==> config.mk <==
export PLATFORM = sky130hd
export DESIGN_NAME = blsc_top
export DESIGN_NICKNAME = d
export VERILOG_FILES = /design/src/blsc_pkg.sv /design/src/blsc_top.sv /design/src/blsc_buf2.sv
export VERILOG_INCLUDE_DIRS = /design/src
export SDC_FILE = /design/constraint.sdc
export NUM_CORES = 1
export LEC_CHECK = 0
export BUFFER_PORTS_ARGS = -buffer_cell sky130_fd_sc_hd__buf_2
export CAP_MARGIN = 15
export CELL_PAD_IN_SITES_DETAIL_PLACEMENT = 2
export CELL_PAD_IN_SITES_GLOBAL_PLACEMENT = 2
export CORE_AREA = 2 2 126 128
export CTS_BUF_LIST = sky130_fd_sc_hd__clkbuf_8
export CTS_CLUSTER_SIZE = 28
export DETAILED_ROUTE_END_ITERATION = 12
export DIE_AREA = 0 0 128 130
export GPL_TIMING_DRIVEN = 0
export PLACE_DENSITY = 0.9
export SYNTH_ARGS = -nofsm -noshare
export SYNTH_HDL_FRONTEND = slang
export SYNTH_SLANG_ARGS = --single-unit
==> constraint.sdc <==
create_clock -name i_clk -period 3.64 [get_ports i_clk]
set_input_delay 0.364 -clock i_clk [delete_from_list [all_inputs] [get_ports i_clk]]
set_output_delay 0.364 -clock i_clk [all_outputs]
set_load 0.01 [all_outputs]
==> src/blsc_consts.svh <==
// Constants of the bus link service control block: codes, fields, timings.
// Assumes inclusion by the package and the design modules only.
`ifndef BLSC_CONSTS_SVH
`define BLSC_CONSTS_SVH
`define BLSC_RESET_IND 8'h03
`define BLSC_STATE_LOW 3'h7
`define BLSC_CFG_IND_LOW 2'h1
`define BLSC_CON_LOW 7'h0B
`define BLSC_REP_RESET 3'h3
`define BLSC_REP_BUSY_HI 6
`define BLSC_REP_BUSY_LO 4
`define BLSC_REP_NACK_HI 2
`define BLSC_REP_NACK_LO 0
`define BLSC_BIT_NS 104167
`define BLSC_CLK_NS 10
`define BLSC_BUSY_GAP_BITS 8'h96
`define BLSC_NACK_GAP_BITS 8'h32
`define BLSC_ACK_WAIT_BITS 8'h1E
`define BLSC_BIT_CYCLES 14'h28B1
`endif

==> src/blsc_pkg.sv <==
// Types of the bus link service control block.
// Assumes the constants header is available by bare name.
`include "blsc_consts.svh"
package blsc_pkg;
	typedef enum logic [1:0] {
		BLSC_ACK_IACK = 2'b00,
		BLSC_ACK_NACK = 2'b01,
		BLSC_ACK_BUSY = 2'b10,
		BLSC_ACK_NONE = 2'b11
	} blsc_ack_t;
	typedef enum logic [1:0] {
		BLSC_TX_IDLE = 2'b00,
		BLSC_TX_SEND = 2'b01,
		BLSC_TX_WAIT = 2'b10,
		BLSC_TX_GAP = 2'b11
	} blsc_tx_t;
endpackage

==> src/blsc_top.sv <==
// Host service control: forwards bus bytes, indications, ack modes, repeats.
// Assumes decoded one-cycle request pulses and bus event pulses, one clock.
// Functional notes
// - Forward bus bytes; acks only when monitoring
// - Send reset indication on entering normal
// - Set collision and thermal flags on events
// - Set host byte fault on corrupt input
// - Flag sent zero read back one
// - Flag invalid host request order
// - Busy plus auto-ack answers own address BUSY
// - Host ack request clears busy mode
// - Leave busy returns to ACK answers
// - Monitor mode passes all bus data
// - Monitor mode exits only by reset
// - Set address stores it, enables auto-ack
// - Receive error on acked frame gives NACK
// - Repeated set address only updates address
// - Auto-ack activation sends configuration indication
// - Address applies only when bus idle
// - Auto-ack stays until reset request
// - Busy and nack limits reset to three
// - BUSY retry after 150 idle bits
// - NACK retry after 50 idle bits
// - Limit counts retries after first try
// - State indication byte layout
// - Confirmation bit seven gives result
`timescale 1ns/1ps
module blsc_top import blsc_pkg::*; (
	// Clock, reset, enable
	input wire logic i_clk,
	input wire logic i_reset,
	input wire logic i_ce,
	// Host requests, one-cycle pulses
	input wire logic i_host_reset_req,
	input wire logic i_enter_normal,
	input wire logic i_enter_reject_mode_request,
	input wire logic i_leave_reject_mode_request,
	input wire logic i_host_ack_req,
	input wire logic i_monitor_req,
	input wire logic i_set_addr_req,
	input wire logic [15:0] i_set_addr,
	input wire logic i_set_rep_req,
	input wire logic [7:0] i_set_rep_byte,
	input wire logic i_state_req,
	input wire logic i_auto_poll_on,
	input wire logic i_crc_on,
	input wire logic i_marker_on,
	// Error events
	input wire logic i_poll_collision,
	input wire logic i_thermal_warn,
	input wire logic i_host_byte_bad,
	input wire logic i_cmd_order_bad,
	// Bus receive side
	input wire logic i_rx_valid,
	input wire logic [7:0] i_rx_data,
	input wire logic i_rx_is_ack,
	input wire logic i_bus_idle,
	input wire logic i_rx_dest_hit,
	input wire logic [15:0] i_rx_dest,
	input wire logic i_rx_dest_group,
	input wire logic i_rx_error,
	input wire logic i_rx_frame_end,
	// Bus transmit side
	input wire logic i_tx_start,
	input wire logic i_tx_done,
	input wire logic i_tx_drive_zero,
	input wire logic i_tx_read_bit,
	input wire logic i_ack_valid,
	input wire logic [1:0] i_ack_kind,
	output logic o_tx_go,
	// Auto acknowledge
	output logic o_ack_send,
	output logic [1:0] o_ack_kind,
	// Host byte stream
	output logic o_host_valid,
	output logic [7:0] o_host_data,
	input wire logic i_host_ready,
	// Status
	output logic o_monitor_mode,
	output logic o_auto_ack_flag,
	output logic o_reject_mode,
	output logic [15:0] o_phys_addr,
	output logic [2:0] o_busy_limit,
	output logic [2:0] o_nack_limit
);
	logic busy_ff, aa_ff, mon_ff, addr_pend_ff;
	logic [15:0] addr_ff, addr_new_ff;
	logic [2:0] blim_ff, nlim_ff, bcnt_ff, ncnt_ff;
	logic sc_ff, re_ff, te_ff, pe_ff, tw_ff;
	logic rst_pend_ff, cfg_pend_ff, st_pend_ff, con_pend_ff, con_ok_ff;
	logic ack_send_ff;
	logic [1:0] ack_kind_ff;
	blsc_tx_t tx_ff, nxt_tx;
	logic [13:0] bit_ff;
	logic [7:0] gap_ff, gap_need_ff;
	logic go_ff;

	// Event wires; host_rst, aa_on, ack_now, ack_in and ack_tmo gated by the clock enable
	wire host_rst = i_ce && i_host_reset_req;
	wire fwd_rx = i_rx_valid && (!i_rx_is_ack || mon_ff);
	wire apply_addr = addr_pend_ff && i_bus_idle;
	wire aa_on = i_ce && !host_rst && !i_set_addr_req && apply_addr && !aa_ff;
	wire own_hit = i_rx_dest_hit && (i_rx_dest_group || i_rx_dest == addr_ff);
	wire ack_now = i_ce && i_rx_frame_end && aa_ff && own_hit && !mon_ff;
	wire tx_bad = i_tx_drive_zero && i_tx_read_bit;
	wire [7:0] state_byte = {sc_ff, re_ff, te_ff, pe_ff, tw_ff, `BLSC_STATE_LOW};
	wire [7:0] cfg_byte = {1'b0, busy_ff, aa_ff, i_auto_poll_on, i_crc_on, i_marker_on,
		`BLSC_CFG_IND_LOW};
	wire [7:0] con_byte = {con_ok_ff, `BLSC_CON_LOW};
	wire bit_tick = (bit_ff == 14'h0000);
	wire ack_in = i_ce && (tx_ff == BLSC_TX_WAIT) && i_ack_valid;
	wire ack_tmo = i_ce && (tx_ff == BLSC_TX_WAIT) && bit_tick
		&& (gap_ff == 8'(`BLSC_ACK_WAIT_BITS));
	wire is_busy = ack_in && (i_ack_kind == BLSC_ACK_BUSY);
	wire is_iack = ack_in && (i_ack_kind == BLSC_ACK_IACK);
	wire is_nack = (ack_in && !is_busy && !is_iack) || ack_tmo;
	wire retry_busy = is_busy && (bcnt_ff != 3'h0);
	wire retry_nack = is_nack && (ncnt_ff != 3'h0);
	wire finish = is_iack || (is_busy && !retry_busy) || (is_nack && !retry_nack);

	// Host stream source priority: bus byte, reset, config, confirm, state
	logic src_valid;
	logic [7:0] src_data;
	logic src_ready;
	assign src_valid = i_ce && (fwd_rx || rst_pend_ff || cfg_pend_ff || con_pend_ff
		|| st_pend_ff);
	assign src_data = fwd_rx ? i_rx_data : rst_pend_ff ? `BLSC_RESET_IND
		: cfg_pend_ff ? cfg_byte : con_pend_ff ? con_byte : state_byte;
	wire take = src_valid && src_ready;
	wire take_rx = take && fwd_rx;
	wire take_rst = take && !fwd_rx && rst_pend_ff;
	wire take_cfg = take && !fwd_rx && !rst_pend_ff && cfg_pend_ff;
	wire take_con = take && !fwd_rx && !rst_pend_ff && !cfg_pend_ff && con_pend_ff;
	wire take_st = take && !fwd_rx && !rst_pend_ff && !cfg_pend_ff && !con_pend_ff;

	blsc_buf2 u_buf (
		.i_clk(i_clk),
		.i_reset(i_reset),
		.i_ce(i_ce),
		.i_valid(src_valid),
		.i_data(src_data),
		.o_ready(src_ready),
		.o_valid(o_host_valid),
		.o_data(o_host_data),
		.i_ready(i_host_ready)
	);

	// Mode flags: busy, monitor, auto-ack, address
	always_ff @(posedge i_clk or posedge i_reset) begin
		if (i_reset) begin
			busy_ff <= 1'b0;
			aa_ff <= 1'b0;
			mon_ff <= 1'b0;
			addr_pend_ff <= 1'b0;
			addr_ff <= 16'h0000;
			addr_new_ff <= 16'h0000;
		end else if (host_rst) begin
			busy_ff <= 1'b0;
			aa_ff <= 1'b0;
			mon_ff <= 1'b0;
			addr_pend_ff <= 1'b0;
		end else if (i_ce) begin
			if (i_monitor_req)
				mon_ff <= 1'b1;
			if (i_enter_reject_mode_request && aa_ff)
				busy_ff <= 1'b1;
			else if (i_host_ack_req)
				busy_ff <= 1'b0;
			else if (i_leave_reject_mode_request && aa_ff)
				busy_ff <= 1'b0;
			if (i_set_addr_req) begin
				addr_new_ff <= i_set_addr;
				addr_pend_ff <= 1'b1;
			end else if (apply_addr) begin
				addr_ff <= addr_new_ff;
				aa_ff <= 1'b1;
				addr_pend_ff <= 1'b0;
			end
		end
	end

	// Pending indications to the host; a new cause wins over the take
	always_ff @(posedge i_clk or posedge i_reset) begin
		if (i_reset) begin
			rst_pend_ff <= 1'b0;
			cfg_pend_ff <= 1'b0;
			st_pend_ff <= 1'b0;
			con_pend_ff <= 1'b0;
			con_ok_ff <= 1'b0;
		end else if (i_ce) begin
			rst_pend_ff <= i_enter_normal || (rst_pend_ff && !take_rst);
			cfg_pend_ff <= aa_on || (cfg_pend_ff && !take_cfg);
			st_pend_ff <= i_state_req || (st_pend_ff && !take_st);
			con_pend_ff <= finish || (con_pend_ff && !take_con);
			if (finish)
				con_ok_ff <= is_iack;
		end
	end

	// Sticky state flags; set wins over clear on state read
	always_ff @(posedge i_clk or posedge i_reset) begin
		if (i_reset) begin
			sc_ff <= 1'b0;
			re_ff <= 1'b0;
			te_ff <= 1'b0;
			pe_ff <= 1'b0;
			tw_ff <= 1'b0;
		end else if (i_ce) begin
			sc_ff <= i_poll_collision || (sc_ff && !take_st);
			tw_ff <= i_thermal_warn || (tw_ff && !take_st);
			re_ff <= i_host_byte_bad || (re_ff && !take_st);
			te_ff <= (tx_ff == BLSC_TX_SEND && tx_bad) || (te_ff && !take_st);
			pe_ff <= i_cmd_order_bad || (pe_ff && !take_st);
		end
	end

	// Auto acknowledge answer, one pulse at frame end
	always_ff @(posedge i_clk or posedge i_reset) begin
		if (i_reset) begin
			ack_send_ff <= 1'b0;
			ack_kind_ff <= BLSC_ACK_IACK;
		end else if (i_ce) begin
			ack_send_ff <= ack_now;
			if (ack_now)
				ack_kind_ff <= i_rx_error ? BLSC_ACK_NACK
					: busy_ff ? BLSC_ACK_BUSY : BLSC_ACK_IACK;
		end
	end

	// Repetition limits and counters
	always_ff @(posedge i_clk or posedge i_reset) begin
		if (i_reset) begin
			blim_ff <= `BLSC_REP_RESET;
			nlim_ff <= `BLSC_REP_RESET;
			bcnt_ff <= 3'h0;
			ncnt_ff <= 3'h0;
		end else if (i_ce) begin
			if (host_rst) begin
				blim_ff <= `BLSC_REP_RESET;
				nlim_ff <= `BLSC_REP_RESET;
			end else if (i_set_rep_req) begin
				blim_ff <= i_set_rep_byte[`BLSC_REP_BUSY_HI:`BLSC_REP_BUSY_LO];
				nlim_ff <= i_set_rep_byte[`BLSC_REP_NACK_HI:`BLSC_REP_NACK_LO];
			end
			if (i_tx_start && tx_ff == BLSC_TX_IDLE) begin
				bcnt_ff <= blim_ff;
				ncnt_ff <= nlim_ff;
			end else if (retry_busy)
				bcnt_ff <= bcnt_ff - 3'h1;
			else if (retry_nack)
				ncnt_ff <= ncnt_ff - 3'h1;
		end
	end

	// Transmit sequencing: send, wait ack, idle gap, resend
	always_comb begin
		nxt_tx = tx_ff;
		case (tx_ff)
			BLSC_TX_IDLE: if (i_tx_start) nxt_tx = BLSC_TX_SEND;
			BLSC_TX_SEND: if (i_tx_done) nxt_tx = BLSC_TX_WAIT;
			BLSC_TX_WAIT: begin
				if (finish)
					nxt_tx = BLSC_TX_IDLE;
				else if (retry_busy || retry_nack)
					nxt_tx = BLSC_TX_GAP;
			end
			BLSC_TX_GAP: if (bit_tick && gap_ff >= gap_need_ff) nxt_tx = BLSC_TX_SEND;
			default: nxt_tx = BLSC_TX_IDLE;
		endcase
	end

	// Bit time and idle gap counting
	always_ff @(posedge i_clk or posedge i_reset) begin
		if (i_reset) begin
			tx_ff <= BLSC_TX_IDLE;
			bit_ff <= 14'h0000;
			gap_ff <= 8'h00;
			gap_need_ff <= 8'h00;
			go_ff <= 1'b0;
		end else if (i_ce) begin
			tx_ff <= nxt_tx;
			go_ff <= (tx_ff != BLSC_TX_SEND) && (nxt_tx == BLSC_TX_SEND);
			bit_ff <= bit_tick ? `BLSC_BIT_CYCLES : bit_ff - 14'h0001;
			if (retry_busy)
				gap_need_ff <= 8'(`BLSC_BUSY_GAP_BITS);
			else if (retry_nack)
				gap_need_ff <= 8'(`BLSC_NACK_GAP_BITS);
			if (nxt_tx != tx_ff || (tx_ff == BLSC_TX_GAP && !i_bus_idle))
				gap_ff <= 8'h00; // Gap counts only continuous bus idle
			else if (bit_tick && gap_ff != 8'hFF)
				gap_ff <= gap_ff + 8'h01;
		end
	end

	// Outputs
	assign o_tx_go = go_ff;
	assign o_ack_send = ack_send_ff;
	assign o_ack_kind = ack_kind_ff;
	assign o_monitor_mode = mon_ff;
	assign o_auto_ack_flag = aa_ff;
	assign o_reject_mode = busy_ff;
	assign o_phys_addr = addr_ff;
	assign o_busy_limit = blim_ff;
	assign o_nack_limit = nlim_ff;

	// Checks
	a_busy_needs_aa: assert property (@(posedge i_clk) disable iff (i_reset)
		busy_ff |-> aa_ff) else $error("busy without auto-ack");
	a_ack_clears_busy: assert property (@(posedge i_clk) disable iff (i_reset)
		(i_ce && i_host_ack_req && !i_enter_reject_mode_request && !host_rst) |=> !busy_ff)
		else $error("ack did not clear busy");
	a_monitor_stays: assert property (@(posedge i_clk) disable iff (i_reset)
		(mon_ff && !host_rst) |=> mon_ff) else $error("monitor left early");
	a_aa_stays: assert property (@(posedge i_clk) disable iff (i_reset)
		(aa_ff && !host_rst) |=> aa_ff) else $error("auto-ack dropped");
	a_addr_waits_idle: assert property (@(posedge i_clk) disable iff (i_reset)
		$changed(addr_ff) |-> $past(i_bus_idle)) else $error("address applied busy");
	a_cfg_on_activate: assert property (@(posedge i_clk) disable iff (i_reset)
		$rose(aa_ff) |-> cfg_pend_ff) else $error("no config indication");
	a_nack_on_error: assert property (@(posedge i_clk) disable iff (i_reset)
		(ack_now && i_rx_error) |=> (o_ack_send && o_ack_kind == BLSC_ACK_NACK))
		else $error("error frame not nacked");
	a_limit_reset: assert property (@(posedge i_clk) disable iff (i_reset)
		$rose(host_rst) |=> (blim_ff == 3'h3 && nlim_ff == 3'h3))
		else $error("limits not three");
	a_state_low_bits: assert property (@(posedge i_clk) disable iff (i_reset)
		take_st |-> src_data == {sc_ff, re_ff, te_ff, pe_ff, tw_ff, 3'h7})
		else $error("state byte layout");
	a_flag_read_clear: assert property (@(posedge i_clk) disable iff (i_reset)
		(take_st && !i_poll_collision) |=> !sc_ff) else $error("flag kept after read");
	a_ack_filter: assert property (@(posedge i_clk) disable iff (i_reset)
		(take_rx && i_rx_is_ack) |-> mon_ff) else $error("ack forwarded");
endmodule

==> src/blsc_buf2.sv <==
// Two-entry byte buffer between event sources and the host link.
// Assumes one clock, synchronous handshakes on both sides.
`timescale 1ns/1ps
module blsc_buf2 (
	// Clock, reset, enable
	input wire logic i_clk,
	input wire logic i_reset,
	input wire logic i_ce,
	// Fill side
	input wire logic i_valid,
	input wire logic [7:0] i_data,
	output logic o_ready,
	// Drain side
	output logic o_valid,
	output logic [7:0] o_data,
	input wire logic i_ready
);
	logic [7:0] mem_ff [2];
	logic rd_ff, wr_ff;
	logic [1:0] cnt_ff;
	wire push = i_ce && i_valid && (cnt_ff != 2'h2);
	wire pop = i_ce && i_ready && (cnt_ff != 2'h0);
	// Handshake flags from the fill count
	assign o_ready = (cnt_ff != 2'h2);
	assign o_valid = (cnt_ff != 2'h0);
	assign o_data = mem_ff[rd_ff];
	// Pointer and count update
	always_ff @(posedge i_clk or posedge i_reset) begin
		if (i_reset) begin
			rd_ff <= 1'b0;
			wr_ff <= 1'b0;
			cnt_ff <= 2'h0;
		end else begin
			if (push)
				wr_ff <= ~wr_ff;
			if (pop)
				rd_ff <= ~rd_ff;
			cnt_ff <= cnt_ff + {1'b0, push} - {1'b0, pop};
		end
	end
	// Storage, no reset needed
	always_ff @(posedge i_clk) begin
		if (push)
			mem_ff[wr_ff] <= i_data;
	end
endmodule

# ---- Word level (Yosys, flattened, before mapping)
# Memory sizes are Yosys's and may differ from the RTL's.
# Index checks and enable logic that the tools add are counted.
dict set report totals {
  mem_bits_rw 16
  register_bits 98
  out_inout_bits 38
  elab_cells 221
  n_memories 1
}
dict set report op_classes {
  order_cmp 1
  eq_ne 13
  bitwise_logic 4
  reduce_logical 122
  mux 44
  addsub 6
}
# memory depth word_bits read_ports rd_clocked_by_memory_dff write_ports line_no
set mem_list {}
lappend mem_list {u_buf.mem_ff 2 8 1 0 1 blsc_buf2.sv:18} ;# logic [7:0] mem_ff [2];
# op n
set ops {}
lappend ops {{2-to-1 mux 8 bit} 8}
lappend ops {{logical AND 1 bit} 55}
lappend ops {{2-to-1 mux 3 bit} 9}
lappend ops {{logical OR 1 bit} 20}
lappend ops {{logical NOT 1 bit} 18}
lappend ops {{2-to-1 mux 1 bit} 18}
lappend ops {{AND reduction 2 bit} 9}
lappend ops {{nonzero test 2 bit} 9}
lappend ops {{== test 16 bit} 1}
lappend ops {{logical NOT 14 bit} 1}
lappend ops {{2-to-1 mux 14 bit} 1}
lappend ops {{2-to-1 mux 2 bit} 7}
lappend ops {{subtractor 14 x 1 -> 14 bit, second input constant} 1}
lappend ops {{AND reduction 3 bit} 3}
lappend ops {{nonzero test 3 bit} 3}
lappend ops {{adder 8 x 1 -> 8 bit, second input constant} 1}
lappend ops {{== test 8 x 5 -> 1 bit, second input constant} 1}
lappend ops {{>= comparator 8 bit} 1}
lappend ops {{inequality test 8 bit, second input constant} 1}
lappend ops {{one-hot mux 2 bit (4 select lines)} 1}
lappend ops {{== test 2 bit, second input constant} 3}
lappend ops {{inequality test 2 x 1 -> 1 bit, second input constant} 3}
lappend ops {{subtractor 3 x 1 -> 3 bit, second input constant} 2}
lappend ops {{== test 2 x 1 -> 1 bit, second input constant} 2}
lappend ops {{other kinds (8)} 12}

# ---- Logic depth before layout (Yosys ltp)
dict set report depth {
  word_depth 18
  mapped_depth 8
}

# ---- Modules after synthesis
# Synthesis repeated with hierarchy kept, for this count alone.
dict set report unflattened {
  cells_unflattened 480
  hier_area_um2 5412.7
}
# mod cells_per_inst n_inst area_each_um2
set by_module_without_submodules {}
lappend by_module_without_submodules {blsc_top 431 1 4601.9}
lappend by_module_without_submodules {blsc_buf2 49 1 810.8}

# ---- Least setup slack after synthesis
# OpenSTA, ideal clock, no wires.
dict set report synth_timing {
  kind {register to register}
  from {register gap_ff[5]}
  to {register gap_ff[0]}
  path_slack_ns 1.083
  setup_ns 0.083
  required_time_ns 3.557
  synth_period_minus_slack_ns 2.557
  arrival_ns 2.474
  path_stages_with_launch 8
  n_path_buf 0
  cell_sequence {dfrtp_1 > ha_1 > a211o_1 > and3_1 > or4_1 > o211a_2 > or3_2 > o21ai_0}
}
dict set report synth_via {
  elab_chain_len 13
  word_cells_on_any_way 21
  classes_between {1 x order compare; 3 x eq/ne; 5 x mux; 12 x reduce/logical}
}
# element line_no
set synth_rtl {}
lappend synth_rtl {{start, declared} blsc_top.sv:95} ;# logic [7:0] gap_ff, gap_need_ff;
lappend synth_rtl {{start signal, assigned} blsc_top.sv:291} ;# gap_ff <= gap_ff + 8'h01;
lappend synth_rtl {{== test 8 x 5 -> 1 bit} blsc_top.sv:113} ;# && (gap_ff == 8'(`BLSC_ACK_WAIT_BITS));
lappend synth_rtl {{logical AND 1 bit} blsc_top.sv:112} ;# wire ack_tmo = i_ce && (tx_ff == BLSC_TX_WAIT) && bit_tick
lappend synth_rtl {{logical OR 1 bit} blsc_top.sv:116} ;# wire is_nack = (ack_in && !is_busy && !is_iack) || ack_tmo;
lappend synth_rtl {{logical AND 1 bit} blsc_top.sv:118} ;# wire retry_nack = is_nack && (ncnt_ff != 3'h0);
lappend synth_rtl {{logical NOT 1 bit} blsc_top.sv:119} ;# wire finish = is_iack || (is_busy && !retry_busy) || (is_nack && !retry_nack);
lappend synth_rtl {{logical AND 1 bit} blsc_top.sv:119}
lappend synth_rtl {{logical OR 1 bit} blsc_top.sv:119}
lappend synth_rtl {{2-to-1 mux 2 bit} blsc_top.sv:262} ;# if (finish)
lappend synth_rtl {{one-hot mux 2 bit (4 select lines)} blsc_top.sv:258} ;# case (tx_ff)
lappend synth_rtl {{inequality test 2 bit} blsc_top.sv:288} ;# if (nxt_tx != tx_ff || (tx_ff == BLSC_TX_GAP && !i_bus_idle))
lappend synth_rtl {{logical OR 1 bit} blsc_top.sv:288}
lappend synth_rtl {{nonzero test 2 bit (no source line)} n/a}
lappend synth_rtl {{AND reduction 2 bit (no source line)} n/a}
# Several ways; a longest one is shown, not always the timed one.
# A chain may end at the register's enable or synchronous reset.

# ---- Final worst setup path
dict set report layout_timing {
  from {register bit_ff[0]}
  to {register ncnt_ff[2]}
}
dict set report layout_via {
  elab_chain_len 7
}
# element line_no
set layout_rtl {}
lappend layout_rtl {{start, declared} blsc_top.sv:94} ;# logic [13:0] bit_ff;
lappend layout_rtl {{start signal, assigned} blsc_top.sv:283} ;# bit_ff <= bit_tick ? `BLSC_BIT_CYCLES : bit_ff - 14'h0001;
lappend layout_rtl {{logical NOT 14 bit} blsc_top.sv:110} ;# wire bit_tick = (bit_ff == 14'h0000);
lappend layout_rtl {{logical AND 1 bit (2 in a row)} blsc_top.sv:112}
lappend layout_rtl {{logical OR 1 bit} blsc_top.sv:116}
lappend layout_rtl {{logical AND 1 bit} blsc_top.sv:118}
lappend layout_rtl {{nonzero test 2 bit (no source line)} n/a}
lappend layout_rtl {{AND reduction 3 bit (no source line)} n/a}
lappend layout_rtl {{end signal, assigned} blsc_top.sv:247} ;# ncnt_ff <= nlim_ff;
lappend layout_rtl {{end signal, assigned} blsc_top.sv:251} ;# ncnt_ff <= ncnt_ff - 3'h1;
lappend layout_rtl {{end, declared} blsc_top.sv:88} ;# logic [2:0] blim_ff, nlim_ff, bcnt_ff, ncnt_ff;
# No other way between the ends.

==> results.sh <==
export IMPL_fin_skew_ns=0.008033
export IMPL_cp_max_fo=6
export IMPL_maxCapViolCount=0
export IMPL_use_met1_pct=24.56
export IMPL_drt_vias_per_instance=5.422
export IMPL_p_per_area_mw_per_mm2=608.1
export IMPL_nets=708
export IMPL_ir_drop_v=0.0002212
export IMPL_rsz0062_at_grt="false"
export IMPL_endpoint_kind="register"
export IMPL_avgSynthCellArea_um2=11.13
export IMPL_startpoint_type="register"
export IMPL_clock_root_buffer="clkbuf_8"
export IMPL_dpl_cell_count=792
export IMPL_synth_edf_count=16
export IMPL_ys_warn_count=0
export IMPL_fmax_mhz=329.5
export IMPL_start_util_pct=34.84
export IMPL_final_cell_mix="buf_2, dfrtp_1, mux2_2"
export IMPL_final_max_slew_violation_count=0
export IMPL_clock_sinks=109
export IMPL_drt_iter0_drc=167
export IMPL_syn_nets=579
export IMPL_cts_tree="yes"
export IMPL_design_die_area_mm2=0.01664
export IMPL_hold_path_class="input port to register"
export IMPL_grtUsageMet3_pct=3.075
export IMPL_drc=0
export IMPL_die_h_um=130
export IMPL_numCtsBuffers=9
export IMPL_synth_top_area_share_pct=41.44
export IMPL_firstDrtPassIters=4
export IMPL_clkLatencyLatePin_ns=0.40
export IMPL_grt_usage_pct=21.92
export IMPL_cp_required_ns=3.96
export IMPL_power_leakage_nw=2.929
export IMPL_grt_pass1_vias=5077
export IMPL_routedWlPerCell_um=21.80
export IMPL_synth_area_top_cells="dfrtp_1, edfxtp_1, mux2_2, xor2_1, ha_1"
export IMPL_final_common_cell="buf_2"
export IMPL_synthToLayoutAreaGrowth_pct=19.30
export IMPL_setup_viol=0
export IMPL_yosys_area_top_type="dfrtp_1"
export IMPL_final_hold_viol_count=0
export IMPL_syn_instance_count=483
export IMPL_post_route_util_pct=41.56
export IMPL_holdWs_ns=0.1856
export IMPL_io_buffers=116
export IMPL_wl_um=17660
export IMPL_postCtsHoldBufs=1
export IMPL_io_pin_count=120
export IMPL_drive_gt1_share_pct=31.28
export IMPL_via_count=4392
export IMPL_core_rowCount=46
export IMPL_layout_min_cycle_time_ns=3.035
export IMPL_grt_max_degree=76
export IMPL_worstPathArrival_ns=3.35
export IMPL_cts_path_max_buffers=2
export IMPL_synth_seq_area_share_pct=52.34
export IMPL_tns_ns=0
export IMPL_yosysUniqueCellTypes=59
export IMPL_instances_no_fill=810
export IMPL_grt_first_pass_wirelength_um=27680
export IMPL_clk_pin_slew_worst_paths_ns=0.11
export IMPL_place_gp_congestion=0.8411
export IMPL_synthArstFlopShare_pct=85.32
export IMPL_post_cts_buffers=0
export IMPL_ctsResizeCount=0
export IMPL_h_tree_depth=3
export IMPL_place_hpwl_um=13610
export IMPL_busiest_layer="met2"
export IMPL_status="complete, no violations"
export IMPL_worstSetupPathType="register to register"
export IMPL_die_x_um=128
export IMPL_grt_util_met2_pct=40.77
export IMPL_fillers=1698
export IMPL_core_area_mm2=0.01542
export IMPL_antenna_found_initial=0
export IMPL_min_period_over_period_pct=83.37
export IMPL_slew_limit_headroom_pct=34.17
export IMPL_ant_nets=0
export IMPL_worst_pin_slew_ns=0.9793
export IMPL_ys_ff_latch=109
export IMPL_grt_overflow=0
export IMPL_synth_flop_cell="dfrtp_1"
export IMPL_syn_area_mm2=0.005374
-- registers in the layout, indices dropped and copies added (netlist names), 2 cells and up --
register      flops
o_busy_limit      3
u_buf.mem_ff     16
bcnt_ff           3
gap_need_ff       3
ncnt_ff           3
o_phys_addr      16
bit_ff           14
u_buf.cnt_ff      2
o_nack_limit      3
tx_ff             2
o_ack_kind        2
gap_ff            8
addr_new_ff      16
-- logic make-up (layout without fill, tap and decap cells) --
group	after synthesis	after routing	synth area share, %
muxes	43	43	8.964
xor gates and xnor gates	33	33	5.378
AOI/OAI and AO/OA	96	96	12.32
buffers and inverters	47	181	3.352
and+or+nand+nor	141	141	14.39
other	0	1	0
DFF	109	109	52.34
adders and majority gates	14	14	3.260
-- layer usage --
| layer | vias up | routed length [um] |
|---|---|---|
| met4 | 0 | 651 |
| met1 | 2249 | 7024 |
| met5 | - | 0 |
| met3 | 38 | 456 |
| li1 | 2008 | - |
| met2 | 97 | 9529 |
-- report_power, final --
part	leakage [nW]	internal, W	switching, W
Sequential	1.28	0.00159	0.000288
Combinational	1.56	0.000581	0.000736
Clock	0.0874	0.000252	0.000457
Total	2.93	0.00242	0.00148
-- layout make-up --
type	count	area [um2]	area share, %
sequential	109	2813	43.87
multi-input combinational	327	2381	37.14
timing repair buffer	118	618.1	9.641
tap	192	240.2	3.747
clock buffer	9	123.9	1.932
inverter	28	107.6	1.678
buffer	19	75.07	1.171
clock inverter	7	50.05	0.7806
antenna	1	2.502	0.03903
-- final timing paths --
| path | endpoint | start | cells past startpoint | slack, ns |
|---|---|---|---|---|
| max in group asynchronous | addr_new_ff[4] | i_reset | 4 | 2.52 |
| hold / removal | addr_new_ff[5] | i_set_addr[5] | 2 | 0.19 |
| setup reg to reg | ncnt_ff[2] | bit_ff[0] | 8 | 0.61 |
| hold reg to reg | u_buf.cnt_ff[1] | u_buf.cnt_ff[1] | 1 | 0.50 |
| min in group asynchronous | gap_ff[4] | i_reset | 3 | 0.45 |
| setup / recovery | ncnt_ff[2] | bit_ff[0] | 8 | 0.61 |
-- Yosys cell counts, types with 5 or more instances --
library cell and n:
mux2_2 41, nand2b_1 5, dfrtp_1 89, and2_1 5, or3_1 5, o22a_1 8
nor4_1 12, o31ai_1 6, nand2_1 30, nand4_1 7, and3_1 6, a31oi_1 7
ha_1 14, edfxtp_1 16, a22o_1 7, inv_1 27, xor2_1 23, a21oi_1 24
xnor2_1 10, nor2_1 31, clkbuf_1 12, nor3_1 6, nor3b_1 5, o21ai_0 18
-- critical path, cell delays in order, from the launching register on --
cell and delay (ns):
dfrtp_1 0.41, inv_1 0.11, ha_1 0.22, or4b_1 0.48, nor4_1 0.63, a31oi_1 0.28, nor2_1 0.44, a211oi_1 0.17
nor3_1 0.20
-- metrics by stage --
stage | setup slack, ns | cell area (um2) | power (W)
final | 0.6053 | 6411 | 0.003899
after global routing | 0.4200 | 6409 | 0.004166
after CTS | 0.6440 | 6409 | 0.003940
after detailed placement | 0.3951 | 6225 | 0.003210
after global placement | -0.2093 | 6195 | 0.003025
after floorplan | 0.8623 | 5374 | 0.002672
Power figures use the tool's default switching activity.
